<file path="src/verilog/lfs_pkg.sv">
// lfs_pkg: constants, register map and carrier types of the frame parameter sequencer.
// assumes a 100 MHz clock and an AHB-Lite master with single word transfers.
//
// Function
// - interpolate each parameter toward new bank value
// - frame interrupt toggles the bank context bit
// - after exchange hold present values until resumed
// - interpolation enable instruction turns interpolation on
// - no timer reload means no further interrupts
// - voicing load takes accumulator bit zero
// - zero new bank ramps parameters down to zero
package lfs_pkg;

  // register byte offsets on the slave port
  localparam logic [7:0] LFS_OFF_CMD      = 8'h00;  // instruction strobes, write only
  localparam logic [7:0] LFS_OFF_ACC      = 8'h04;  // accumulator operand
  localparam logic [7:0] LFS_OFF_PRESCALE = 8'h08;  // frame prescale
  localparam logic [7:0] LFS_OFF_STATUS   = 8'h0C;  // sequencer state, read only
  localparam logic [7:0] LFS_OFF_IRQ_STAT = 8'h10;  // sticky events, write one to clear
  localparam logic [7:0] LFS_OFF_IRQ_MASK = 8'h14;  // event enables, same layout
  localparam logic [1:0] LFS_SEL_NEW      = 2'h1;   // 0x40.. new-value bank slots
  localparam logic [1:0] LFS_SEL_PRES     = 2'h2;   // 0x80.. present-value bank slots
  localparam logic [1:0] LFS_SEL_CUR      = 2'h3;   // 0xC0.. interpolated values, read only

  // instruction strobe bit positions in the command register
  localparam int LFS_CMD_START    = 0;
  localparam int LFS_CMD_STOP     = 1;
  localparam int LFS_CMD_INTERP   = 2;  // interp_on_instr
  localparam int LFS_CMD_IRQ_ON   = 3;
  localparam int LFS_CMD_IRQ_OFF  = 4;  // irq_off_instr
  localparam int LFS_CMD_VOICING  = 5;  // voicing_load_instr
  localparam int LFS_CMD_TIMER    = 6;  // timer_load_instr

  // event bit positions in status and mask registers
  localparam int LFS_EV_FRAME     = 0;
  localparam int LFS_EV_PITCH_BAD = 1;
  localparam int LFS_EV_W         = 2;

  // values after reset
  localparam logic [9:0]          LFS_ACC_RST      = 10'h000;
  localparam logic [9:0]          LFS_PRESCALE_RST = 10'h031;  // 200 samples a frame
  localparam logic [LFS_EV_W-1:0] LFS_MASK_RST     = 2'h0;

  // timing: sample rate gives the sample tick
  localparam int LFS_CLK_HZ        = 100_000_000;
  localparam int LFS_SAMPLE_HZ     = 8_000;
  localparam int LFS_SAMPLE_CYCLES = LFS_CLK_HZ / LFS_SAMPLE_HZ;
  localparam int LFS_SAMPLES_PER_Q = 4;   // prescaler counts groups of four samples
  localparam int LFS_STEP_SHIFT    = 3;   // interpolation step is an eighth of the gap
  localparam logic [9:0] LFS_PITCH_SAFE = 10'h00C;  // lowest pitch that starts without a pitch flag

  // sequencer states, gray along idle -> hold -> interp
  typedef enum logic [1:0] {
    LFS_ST_IDLE   = 2'b00,
    LFS_ST_HOLD   = 2'b01,
    LFS_ST_INTERP = 2'b11
  } lfs_state_t;

  // captured AHB address phase
  typedef struct packed {
    logic       valid;
    logic       write;
    logic [7:0] addr;
  } lfs_ahb_req_t;

  // decoded instruction strobes, one cycle each
  typedef struct packed {
    logic timer_load;
    logic voicing_load;
    logic irq_off;
    logic irq_on;
    logic interp_on;
    logic stop;
    logic start;
  } lfs_cmd_t;

endpackage

</file>
<file path="src/verilog/lfs_frame_seq.sv">
// lfs_frame_seq: frame-level parameter sequencer with two parameter banks,
// interpolation, frame timer, voicing and an AHB-Lite register slave.
// assumes one clock, single word AHB transfers, and a program that loads frames.
`timescale 1ns/1ns

module lfs_frame_seq #(
  parameter int N_PARAM       = 12,                          // pitch, energy, k1..k10
  parameter int PW            = 10,                          // parameter width
  parameter int SAMPLE_CYCLES = lfs_pkg::LFS_SAMPLE_CYCLES   // clocks per sample
) (
  // clock and reset
  input  wire logic                  clk,
  input  wire logic                  resetn,
  // ahb-lite slave
  input  wire logic                  hsel,
  input  wire logic [31:0]           haddr,
  input  wire logic [1:0]            htrans,
  input  wire logic                  hwrite,
  input  wire logic [2:0]            hsize,
  input  wire logic [31:0]           hwdata,
  input  wire logic                  hready,
  output logic                       hreadyout,
  output logic [31:0]                hrdata,
  output logic                       hresp,
  // synthesis side
  output logic [N_PARAM*PW-1:0]      param_out,
  output logic                       voiced,
  output logic                       synth_run,
  output logic                       frame_pulse,
  // interrupt
  output logic                       irq
);
  import lfs_pkg::*;

  localparam int IW = $clog2(N_PARAM);

  // true when an address falls on the given register word
  function automatic logic hit(input logic [7:0] a, input logic [7:0] off);
    hit = (a[7:2] == off[7:2]);
  endfunction

  // move one step toward the target, never overshooting
  function automatic logic [PW-1:0] step_toward(input logic [PW-1:0] c,
                                                input logic [PW-1:0] t);
    logic [PW-1:0] d;
    logic [PW-1:0] s;
    d = (c < t) ? (t - c) : (c - t);
    s = d >> LFS_STEP_SHIFT;
    if (s == '0) s = {{(PW-1){1'b0}}, 1'b1};
    if (c == t) step_toward = c;
    else if (c < t) step_toward = c + s;
    else step_toward = c - s;
  endfunction

  // bus state
  lfs_ahb_req_t req_reg;                    // address phase held for the data phase
  logic         hreadyout_reg;              // always ready, zero wait states
  logic [31:0]  hrdata_reg;                 // read data for the data phase
  logic [31:0]  rd_next;                    // read mux output

  // software registers
  logic [PW-1:0]         acc_reg;           // accumulator operand
  logic [9:0]            prescale_reg;      // frame prescale
  logic [LFS_EV_W-1:0]   stat_reg;          // sticky events
  logic [LFS_EV_W-1:0]   mask_reg;          // event enables
  logic                  irq_en_reg;        // processor interrupt enable
  logic                  irq_reg;

  // sequencer state
  lfs_state_t            state_reg;
  logic                  ctx_reg;           // selects which bank is present
  logic                  voiced_reg;
  logic                  frame_reg;         // one-cycle frame pulse
  logic [PW-1:0]         bank [2][N_PARAM]; // two parameter banks
  logic [PW-1:0]         cur  [N_PARAM];    // interpolated values

  // timebase and frame timer
  logic [$clog2(SAMPLE_CYCLES+1)-1:0] samp_cnt_reg;
  logic [1:0]            quad_cnt_reg;
  logic [9:0]            pre_cnt_reg;
  logic [7:0]            timer_reg;
  logic                  armed_reg;         // timer loaded and not yet expired

  // ---------------------------------------------------------------- decode
  wire          addr_take = hsel & hready & htrans[1];
  wire          wr_en     = req_reg.valid & req_reg.write;
  wire [7:0]    wa        = req_reg.addr;
  wire [7:0]    ra        = haddr[7:0];
  wire          wr_cmd    = wr_en & hit(wa, LFS_OFF_CMD);
  wire          wr_acc    = wr_en & hit(wa, LFS_OFF_ACC);
  wire          wr_pre    = wr_en & hit(wa, LFS_OFF_PRESCALE);
  wire          wr_stat   = wr_en & hit(wa, LFS_OFF_IRQ_STAT);
  wire          wr_mask   = wr_en & hit(wa, LFS_OFF_IRQ_MASK);
  wire [3:0]    w_idx     = wa[5:2];
  wire          w_idx_ok  = ({28'h0, w_idx} < N_PARAM);
  wire          wr_new    = wr_en & (wa[7:6] == LFS_SEL_NEW) & w_idx_ok;
  wire          wr_pres   = wr_en & (wa[7:6] == LFS_SEL_PRES) & w_idx_ok;
  wire [IW-1:0] w_slot    = w_idx[IW-1:0];
  wire [3:0]    r_idx     = ra[5:2];
  wire          r_idx_ok  = ({28'h0, r_idx} < N_PARAM);
  wire [IW-1:0] r_slot    = r_idx[IW-1:0];

  // instruction strobes from a command write
  lfs_cmd_t cmd;
  assign cmd.start        = wr_cmd & hwdata[LFS_CMD_START];
  assign cmd.stop         = wr_cmd & hwdata[LFS_CMD_STOP];
  assign cmd.interp_on    = wr_cmd & hwdata[LFS_CMD_INTERP];
  assign cmd.irq_on       = wr_cmd & hwdata[LFS_CMD_IRQ_ON];
  assign cmd.irq_off      = wr_cmd & hwdata[LFS_CMD_IRQ_OFF];
  assign cmd.voicing_load = wr_cmd & hwdata[LFS_CMD_VOICING];
  assign cmd.timer_load   = wr_cmd & hwdata[LFS_CMD_TIMER];

  // timebase: counters only run while synthesizing
  wire running     = (state_reg != LFS_ST_IDLE);
  wire samp_tick   = running & (samp_cnt_reg == ($bits(samp_cnt_reg))'(SAMPLE_CYCLES - 1));
  wire quad_tick   = samp_tick & (quad_cnt_reg == 2'(LFS_SAMPLES_PER_Q - 1));
  wire timer_tick  = quad_tick & (pre_cnt_reg == prescale_reg);
  // expiry only when loaded; an unreloaded timer stays silent
  wire expire      = timer_tick & armed_reg & (timer_reg == 8'h00);
  wire pitch_bad   = cmd.start & (acc_reg < LFS_PITCH_SAFE);

  // event sources for the sticky status
  wire [LFS_EV_W-1:0] ev_set;
  assign ev_set[LFS_EV_FRAME]     = expire;
  assign ev_set[LFS_EV_PITCH_BAD] = pitch_bad;

  // ---------------------------------------------------------------- ahb slave
  // address phase captured when the bus is ready; reads answered at the same edge
  always_ff @(posedge clk or negedge resetn) begin
    if (!resetn) begin
      req_reg       <= '0;
      hreadyout_reg <= 1'b1;
      hrdata_reg    <= 32'h0000_0000;
    end else begin
      req_reg       <= '{valid: addr_take, write: hwrite, addr: ra};
      hreadyout_reg <= 1'b1;
      hrdata_reg    <= (addr_take & ~hwrite) ? rd_next : 32'h0000_0000;
    end
  end

  // read mux; unmapped words and write-only registers read as zero
  always_comb begin
    rd_next = 32'h0000_0000;
    if (hit(ra, LFS_OFF_ACC)) begin
      rd_next[PW-1:0] = acc_reg;
    end else if (hit(ra, LFS_OFF_PRESCALE)) begin
      rd_next[9:0] = prescale_reg;
    end else if (hit(ra, LFS_OFF_STATUS)) begin
      rd_next[15:0] = {timer_reg, armed_reg, irq_en_reg, voiced_reg, ctx_reg,
                       2'b00, state_reg};
    end else if (hit(ra, LFS_OFF_IRQ_STAT)) begin
      rd_next[LFS_EV_W-1:0] = stat_reg;
    end else if (hit(ra, LFS_OFF_IRQ_MASK)) begin
      rd_next[LFS_EV_W-1:0] = mask_reg;
    end else if ((ra[7:6] == LFS_SEL_NEW) && r_idx_ok) begin
      rd_next[PW-1:0] = bank[~ctx_reg][r_slot];
    end else if ((ra[7:6] == LFS_SEL_PRES) && r_idx_ok) begin
      rd_next[PW-1:0] = bank[ctx_reg][r_slot];
    end else if ((ra[7:6] == LFS_SEL_CUR) && r_idx_ok) begin
      rd_next[PW-1:0] = cur[r_slot];
    end
  end

  // ---------------------------------------------------------------- registers
  // plain software registers
  always_ff @(posedge clk or negedge resetn) begin
    if (!resetn) begin
      acc_reg      <= LFS_ACC_RST;
      prescale_reg <= LFS_PRESCALE_RST;
      mask_reg     <= LFS_MASK_RST;
    end else begin
      if (wr_acc) acc_reg <= hwdata[PW-1:0];
      if (wr_pre) prescale_reg <= hwdata[9:0];
      if (wr_mask) mask_reg <= hwdata[LFS_EV_W-1:0];
    end
  end

  // sticky events: a set in the clearing cycle wins
  always_ff @(posedge clk or negedge resetn) begin
    if (!resetn) begin
      stat_reg <= '0;
    end else begin
      stat_reg <= (stat_reg & ~(wr_stat ? hwdata[LFS_EV_W-1:0] : '0)) | ev_set;
    end
  end

  // interrupt enable and level output; a masked event still stays sticky
  always_ff @(posedge clk or negedge resetn) begin
    if (!resetn) begin
      irq_en_reg <= 1'b0;
      irq_reg    <= 1'b0;
    end else begin
      if (cmd.irq_off) irq_en_reg <= 1'b0;
      else if (cmd.irq_on) irq_en_reg <= 1'b1;
      irq_reg <= irq_en_reg & |(stat_reg & mask_reg);
    end
  end

  // ---------------------------------------------------------------- timebase
  // sample counter, group-of-four counter and frame prescaler
  always_ff @(posedge clk or negedge resetn) begin
    if (!resetn) begin
      samp_cnt_reg <= '0;
      quad_cnt_reg <= 2'h0;
      pre_cnt_reg  <= 10'h000;
    end else if (!running) begin
      samp_cnt_reg <= '0;
      quad_cnt_reg <= 2'h0;
      pre_cnt_reg  <= 10'h000;
    end else begin
      samp_cnt_reg <= samp_tick ? '0 : samp_cnt_reg + 1'b1;
      if (samp_tick) quad_cnt_reg <= quad_cnt_reg + 2'h1;
      if (timer_tick) pre_cnt_reg <= 10'h000;
      else if (quad_tick) pre_cnt_reg <= pre_cnt_reg + 10'h001;
    end
  end

  // frame timer: loaded from the accumulator, counts down, disarms at expiry
  always_ff @(posedge clk or negedge resetn) begin
    if (!resetn) begin
      timer_reg <= 8'h00;
      armed_reg <= 1'b0;
    end else if (cmd.stop) begin
      armed_reg <= 1'b0;
    end else if (cmd.timer_load) begin
      timer_reg <= acc_reg[7:0];
      armed_reg <= 1'b1;
    end else if (expire) begin
      armed_reg <= 1'b0;
    end else if (timer_tick && armed_reg) begin
      timer_reg <= timer_reg - 8'h01;
    end
  end

  // ---------------------------------------------------------------- sequencer
  // state, context and voicing; stop resets the context bit, start keeps it
  always_ff @(posedge clk or negedge resetn) begin
    if (!resetn) begin
      state_reg  <= LFS_ST_IDLE;
      ctx_reg    <= 1'b0;
      voiced_reg <= 1'b0;
      frame_reg  <= 1'b0;
    end else begin
      frame_reg <= expire;
      if (cmd.voicing_load) voiced_reg <= acc_reg[0];
      case (state_reg)
        LFS_ST_IDLE: begin
          if (cmd.start) state_reg <= LFS_ST_HOLD;
          if (cmd.stop) ctx_reg <= 1'b0;
        end
        LFS_ST_HOLD, LFS_ST_INTERP: begin
          if (cmd.stop) begin
            state_reg <= LFS_ST_IDLE;
            ctx_reg   <= 1'b0;
          end else if (expire) begin
            ctx_reg   <= ~ctx_reg;
            state_reg <= LFS_ST_HOLD;
          end else if (cmd.interp_on) begin
            state_reg <= LFS_ST_INTERP;
          end
        end
        default: state_reg <= LFS_ST_IDLE;
      endcase
    end
  end

  // parameter banks: new and present slots both follow the context;
  // start places the accumulator pitch in the present bank
  always_ff @(posedge clk or negedge resetn) begin
    if (!resetn) begin
      for (int b = 0; b < 2; b++) begin
        for (int i = 0; i < N_PARAM; i++) begin
          bank[b][i] <= '0;
        end
      end
    end else begin
      if (wr_new) bank[~ctx_reg][w_slot] <= hwdata[PW-1:0];
      if (wr_pres) bank[ctx_reg][w_slot] <= hwdata[PW-1:0];
      if (cmd.start && !running) bank[ctx_reg][0] <= acc_reg;
    end
  end

  // interpolated value per parameter
  genvar g;
  generate
    for (g = 0; g < N_PARAM; g++) begin : g_par
      wire [PW-1:0] tgt  = bank[~ctx_reg][g];   // new-value entry
      wire [PW-1:0] pres = bank[ctx_reg][g];    // present-value entry
      always_ff @(posedge clk or negedge resetn) begin
        if (!resetn) begin
          cur[g] <= '0;
        end else if (!running) begin
          // track the present bank so start begins from the first frame
          cur[g] <= (cmd.start && g == 0) ? acc_reg : pres;
        end else if (expire) begin
          cur[g] <= tgt;
        end else if (state_reg == LFS_ST_INTERP && samp_tick) begin
          cur[g] <= step_toward(cur[g], tgt);
        end
      end
      assign param_out[g*PW +: PW] = cur[g];
    end
  endgenerate

  // ---------------------------------------------------------------- outputs
  assign hreadyout   = hreadyout_reg;
  assign hrdata      = hrdata_reg;
  assign hresp       = 1'b0;
  assign voiced      = voiced_reg;
  assign synth_run   = (state_reg != LFS_ST_IDLE);
  assign frame_pulse = frame_reg;
  assign irq         = irq_reg;

  // hsize is unused: only whole words are decoded
  wire unused_ok = &{1'b0, hsize, haddr[31:8], hwdata[31:PW]};

endmodule // lfs_frame_seq

</file>
<file path="config.mk">
export PLATFORM = sky130hd
export DESIGN_NAME = lfs_frame_seq
export DESIGN_NICKNAME = d
export VERILOG_FILES = /design/src/verilog/lfs_pkg.sv /design/src/verilog/lfs_frame_seq.sv
export SDC_FILE = /design/constraint.sdc
export NUM_CORES = 2
export LEC_CHECK = 0
export BUFFER_PORTS_ARGS = -buffer_cell sky130_fd_sc_hd__clkbuf_2
export CAP_MARGIN = 20
export CORE_ASPECT_RATIO = 0.7
export CORE_MARGIN = 2
export CORE_UTILIZATION = 45
export CTS_CLUSTER_SIZE = 24
export DETAILED_ROUTE_END_ITERATION = 8
export PLACE_DENSITY_LB_ADDON = 0.05
export SETUP_SLACK_MARGIN = 0.15
export SLEW_MARGIN = 20
export SYNTH_ARGS = -nofsm -noshare
export SYNTH_HDL_FRONTEND = slang
export SYNTH_SLANG_ARGS = --single-unit
</file>
<file path="constraint.sdc">
create_clock -name clk -period 7.43 [get_ports clk]
set_clock_uncertainty 0.15 [all_clocks]
set_input_delay 1.1145 -clock clk [delete_from_list [all_inputs] [get_ports clk]]
set_output_delay 1.1145 -clock clk [all_outputs]
set_load 0.05 [all_outputs]
</file>
==> results.tsv <==
metric	value	unit
period_needed	6.91	ns
yosys_register_bits	450	
final-setup-viol-count	0	
async_reset_ff_share	100	%
initial_core_util	45.6	%
die_w	374	um
synthMostInstantiatedCell	dfrtp_1	
vias	40500	
r2r-start	ctx_reg$_DFFE_PN0P_	
grt-ovfl-total	0	
cts_tree	built	
rr_worst_depth	28	
status	finished clean	
root_buffer	clkbuf_16	
power_density	206	nW/um2
io_buffers	161	
ys_types	99	
ir_worst_vdd	0.000178	V
hold_class	in2async	
worstSetupEndpointType	flop	
synth_commonest_cells	447 x dfrtp_1, 376 x nor2_1, 362 x a21oi_1, 352 x ha_1, 326 x inv_1	
ys_seq_area_share	26.2	%
min_period_over_period	93.0	%
p_sw_share	40.6	%
critical_path.slowest_cell	dfrtp_4	
synthTopCellsByArea	dfrtp_1 26%, ha_1 10%, mux2_2 7.5%, mux4_2 6.2%, mux2i_1 4.7%	
htree_levels	2	
cp-start-kind	flop	
crit_path_max_fanout	36	
cp_num_buf_inv	4	
yosysWarnings	0	
grt_pass1_wl	253	mm
area_growth	12.0	%
clkSinkCount	450	
gp_congestion	1.01	
pin_count	232	
intPower	5.90	mW
pre_cts_slack	0.228	ns
leakagePower	22.5	nW
reg2reg_slack	0.52	ns
grt_antenna_before_repair	14	
combPwrFrac	45.5	%
endpoint	param_out[29]$_DFFE_PN0P_	
grt_usage	34.7	%
worstPathRequired	7.82	ns
worst-setup-path-type	reg2reg	
numCtsBuffers	50	
fin_nets	5443	
worst_slew_pin_slew	1.20	ns
insertion_delay	0.65	ns
synthCells	4792	
die_area	98100	um2
slowest_delay	0.48	ns
die_h	263	um
fin_ws	0.521	ns
synth_area_leader_cell	dfrtp_1	
fin_setup_tns	0	ns
drv_slew	0	
drtAntennaViolNets	0	
synth_area	43000	um2
place_hpwl	134	mm
clock_path_buffers	3	
crit_arrival	7.30	ns
drt-total-wl	176	mm
drive_gt1_share	20.2	%
p_switching	4.03	mW
rows	94	
crit_start	ctx_reg$_DFFE_PN0P_	
largest_register_ffs	240	
slew-limit-headroom	19.9	%
reg2reg_to	param_out[29]$_DFFE_PN0P_	
wl_per_cell	27.9	um
synth_top_area_share	26.0	%
power.share.sequential	28.2	%
rsz0062_at_grt	true	
drc_errors	0	
routed_via_density	6.43	
finalHoldViolations	0	
crit_family	compound AO/OA/AOI/OAI gates	
cap_viol_max_count	0	
path_depth	28	
clock_power_share	26.2	%
avgSynthCellArea	8.98	um2
synthFlopType	dfrtp_1	
clk_pin_slew	0.07	ns
grt_pass1_vias	35900	
first_pass_iters	6	
core	94300	um2
synth_edf_count	0	
drtIter0Drc	5049	
max_freq	0.145	GHz
grt_max_degree	160	
-- how the worst min path moves through the flow --
stage                           endpoint  slack [ns]  depth (start not counted)
6_report            hrdata[12]$_DFF_PN0_        0.32                          1
5_1_grt             hrdata[14]$_DFF_PN0_        0.37                          1
4_1_cts             hrdata[12]$_DFF_PN0_        0.33                          1
3_5_place_dp   samp_cnt_reg[0]$_DFF_PN0_        0.34                          1
3_3_place_gp   samp_cnt_reg[0]$_DFF_PN0_        0.34                          1
2_1_floorplan  samp_cnt_reg[0]$_DFF_PN0_        0.31                          1
-- timing repair --
item / CTS / global route
setup endpoints to repair: 1 / 38
cloned: 0 / 1
hold buffers: 0 / 0
pin swaps: 0 / 1
buffers inserted: 1 / 3
gates resized for setup: 0 / 29
-- worst reg2reg max path: cells and delay by family, from the launching register on --
kind	cells	cell delay [ns]
xor+xnor	2	0.54
compound gates	11	2.10
simple gates	7	1.22
buf+inv	4	0.95
mux	1	0.38
fa+ha+maj	3	0.98
flops	1	0.48
-- per-stage QoR --
stage / power, mW / utilization, % / cells / instance area (um2) / hold WS (ns)
2_1_floorplan: 5.83 / - / 4808 / 43100 / 0.305
3_3_place_gp: 7.21 / 49.1 / 6195 / 46300 / 0.335
3_5_place_dp: 7.23 / 49.1 / 6196 / 46300 / 0.337
4_1_cts: 9.84 / 50.9 / 6290 / 48000 / 0.333
5_1_grt: 10.5 / 51.1 / 6294 / 48200 / 0.369
6_report: 9.93 / 51.1 / 6295 / 48200 / 0.320
-- power by group through the flow --
| stage | Clock [mW] | Sequential [mW] | Combinational, mW |
|---|---|---|---|
| final | 2.60 | 2.80 | 4.52 |
| after global routing | 2.72 | 2.81 | 4.97 |
| after floorplan | 0 | 2.84 | 2.99 |
| after CTS | 2.62 | 2.79 | 4.43 |
| after detailed placement | 0 | 2.83 | 4.40 |
| after global placement | 0 | 2.83 | 4.38 |
-- per-layer routing --
metal | up-vias | GRT usage [%] | share of wire, %
li1 | 18000 | - | -
met1 | 20100 | 56.6 | 48
met2 | 2158 | 42.5 | 36
met3 | 157 | 12.1 | 14
met4 | 8 | 5.64 | 1.5
met5 | - | 0.194 | 0.030
-- final cells by class --
type / count / area, um2
fill: 9076 / 46100
tap: 1248 / 1560
sequential: 450 / 11300
timing repair buffer: 432 / 3050
clock inverter: 27 / 278
multi-input combinational: 3734 / 29400
clock buffer: 66 / 1370
inverter: 337 / 1270
antenna: 1 / 2.50
-- placed cells by master, fill, tap and decap left out, types with 16 or more instances in the layout --
cell type | synthesis | final
or2_2 | 37 | 37
dfrtp_1 | 447 | 446
o211ai_1 | 33 | 33
nor4_1 | 25 | 24
a22oi_1 | 22 | 21
and3_1 | 29 | 29
and2_1 | 24 | 23
mux2i_1 | 200 | 194
a21oi_1 | 362 | 362
mux4_2 | 118 | 118
a31oi_1 | 43 | 43
xor2_1 | 102 | 102
a221oi_1 | 137 | 137
nand3_1 | 80 | 78
o21ai_0 | 268 | 260
a211oi_1 | 47 | 45
nor2b_1 | 75 | 75
xnor2_1 | 147 | 146
or3_1 | 41 | 41
inv_1 | 326 | 326
clkinv_2 | 0 | 16
nor3_1 | 84 | 83
conb_1 | 2 | 18
a21o_1 | 64 | 64
clkbuf_16 | 0 | 51
mux2_2 | 288 | 288
nand4_1 | 29 | 29
nor2_1 | 376 | 374
o21ai_1 | 11 | 19
o22ai_1 | 69 | 69
nand2_1 | 236 | 235
ha_1 | 352 | 351
o21a_1 | 62 | 62
nand2b_1 | 58 | 58
a21boi_0 | 22 | 21
clkbuf_2 | 0 | 158
a22o_1 | 16 | 16
buf_4 | 37 | 256
o221ai_1 | 26 | 26
-- logic make-up after synthesis --
| logic type | Yosys count | share of synthesized area [%] |
|---|---|---|
| adder cells (fa/ha/maj) | 364 | 10.8 |
| other | 2 | 0.0175 |
| XOR/XNOR | 250 | 5.11 |
| AND/OR/NAND/NOR | 1157 | 13.1 |
| flip-flops | 450 | 26.2 |
| buffers and inverters | 624 | 5.99 |
| AO/OA/AOI/OAI | 1339 | 20.4 |
| multiplexers | 606 | 18.4 |
(Power assumes the default switching activity.)
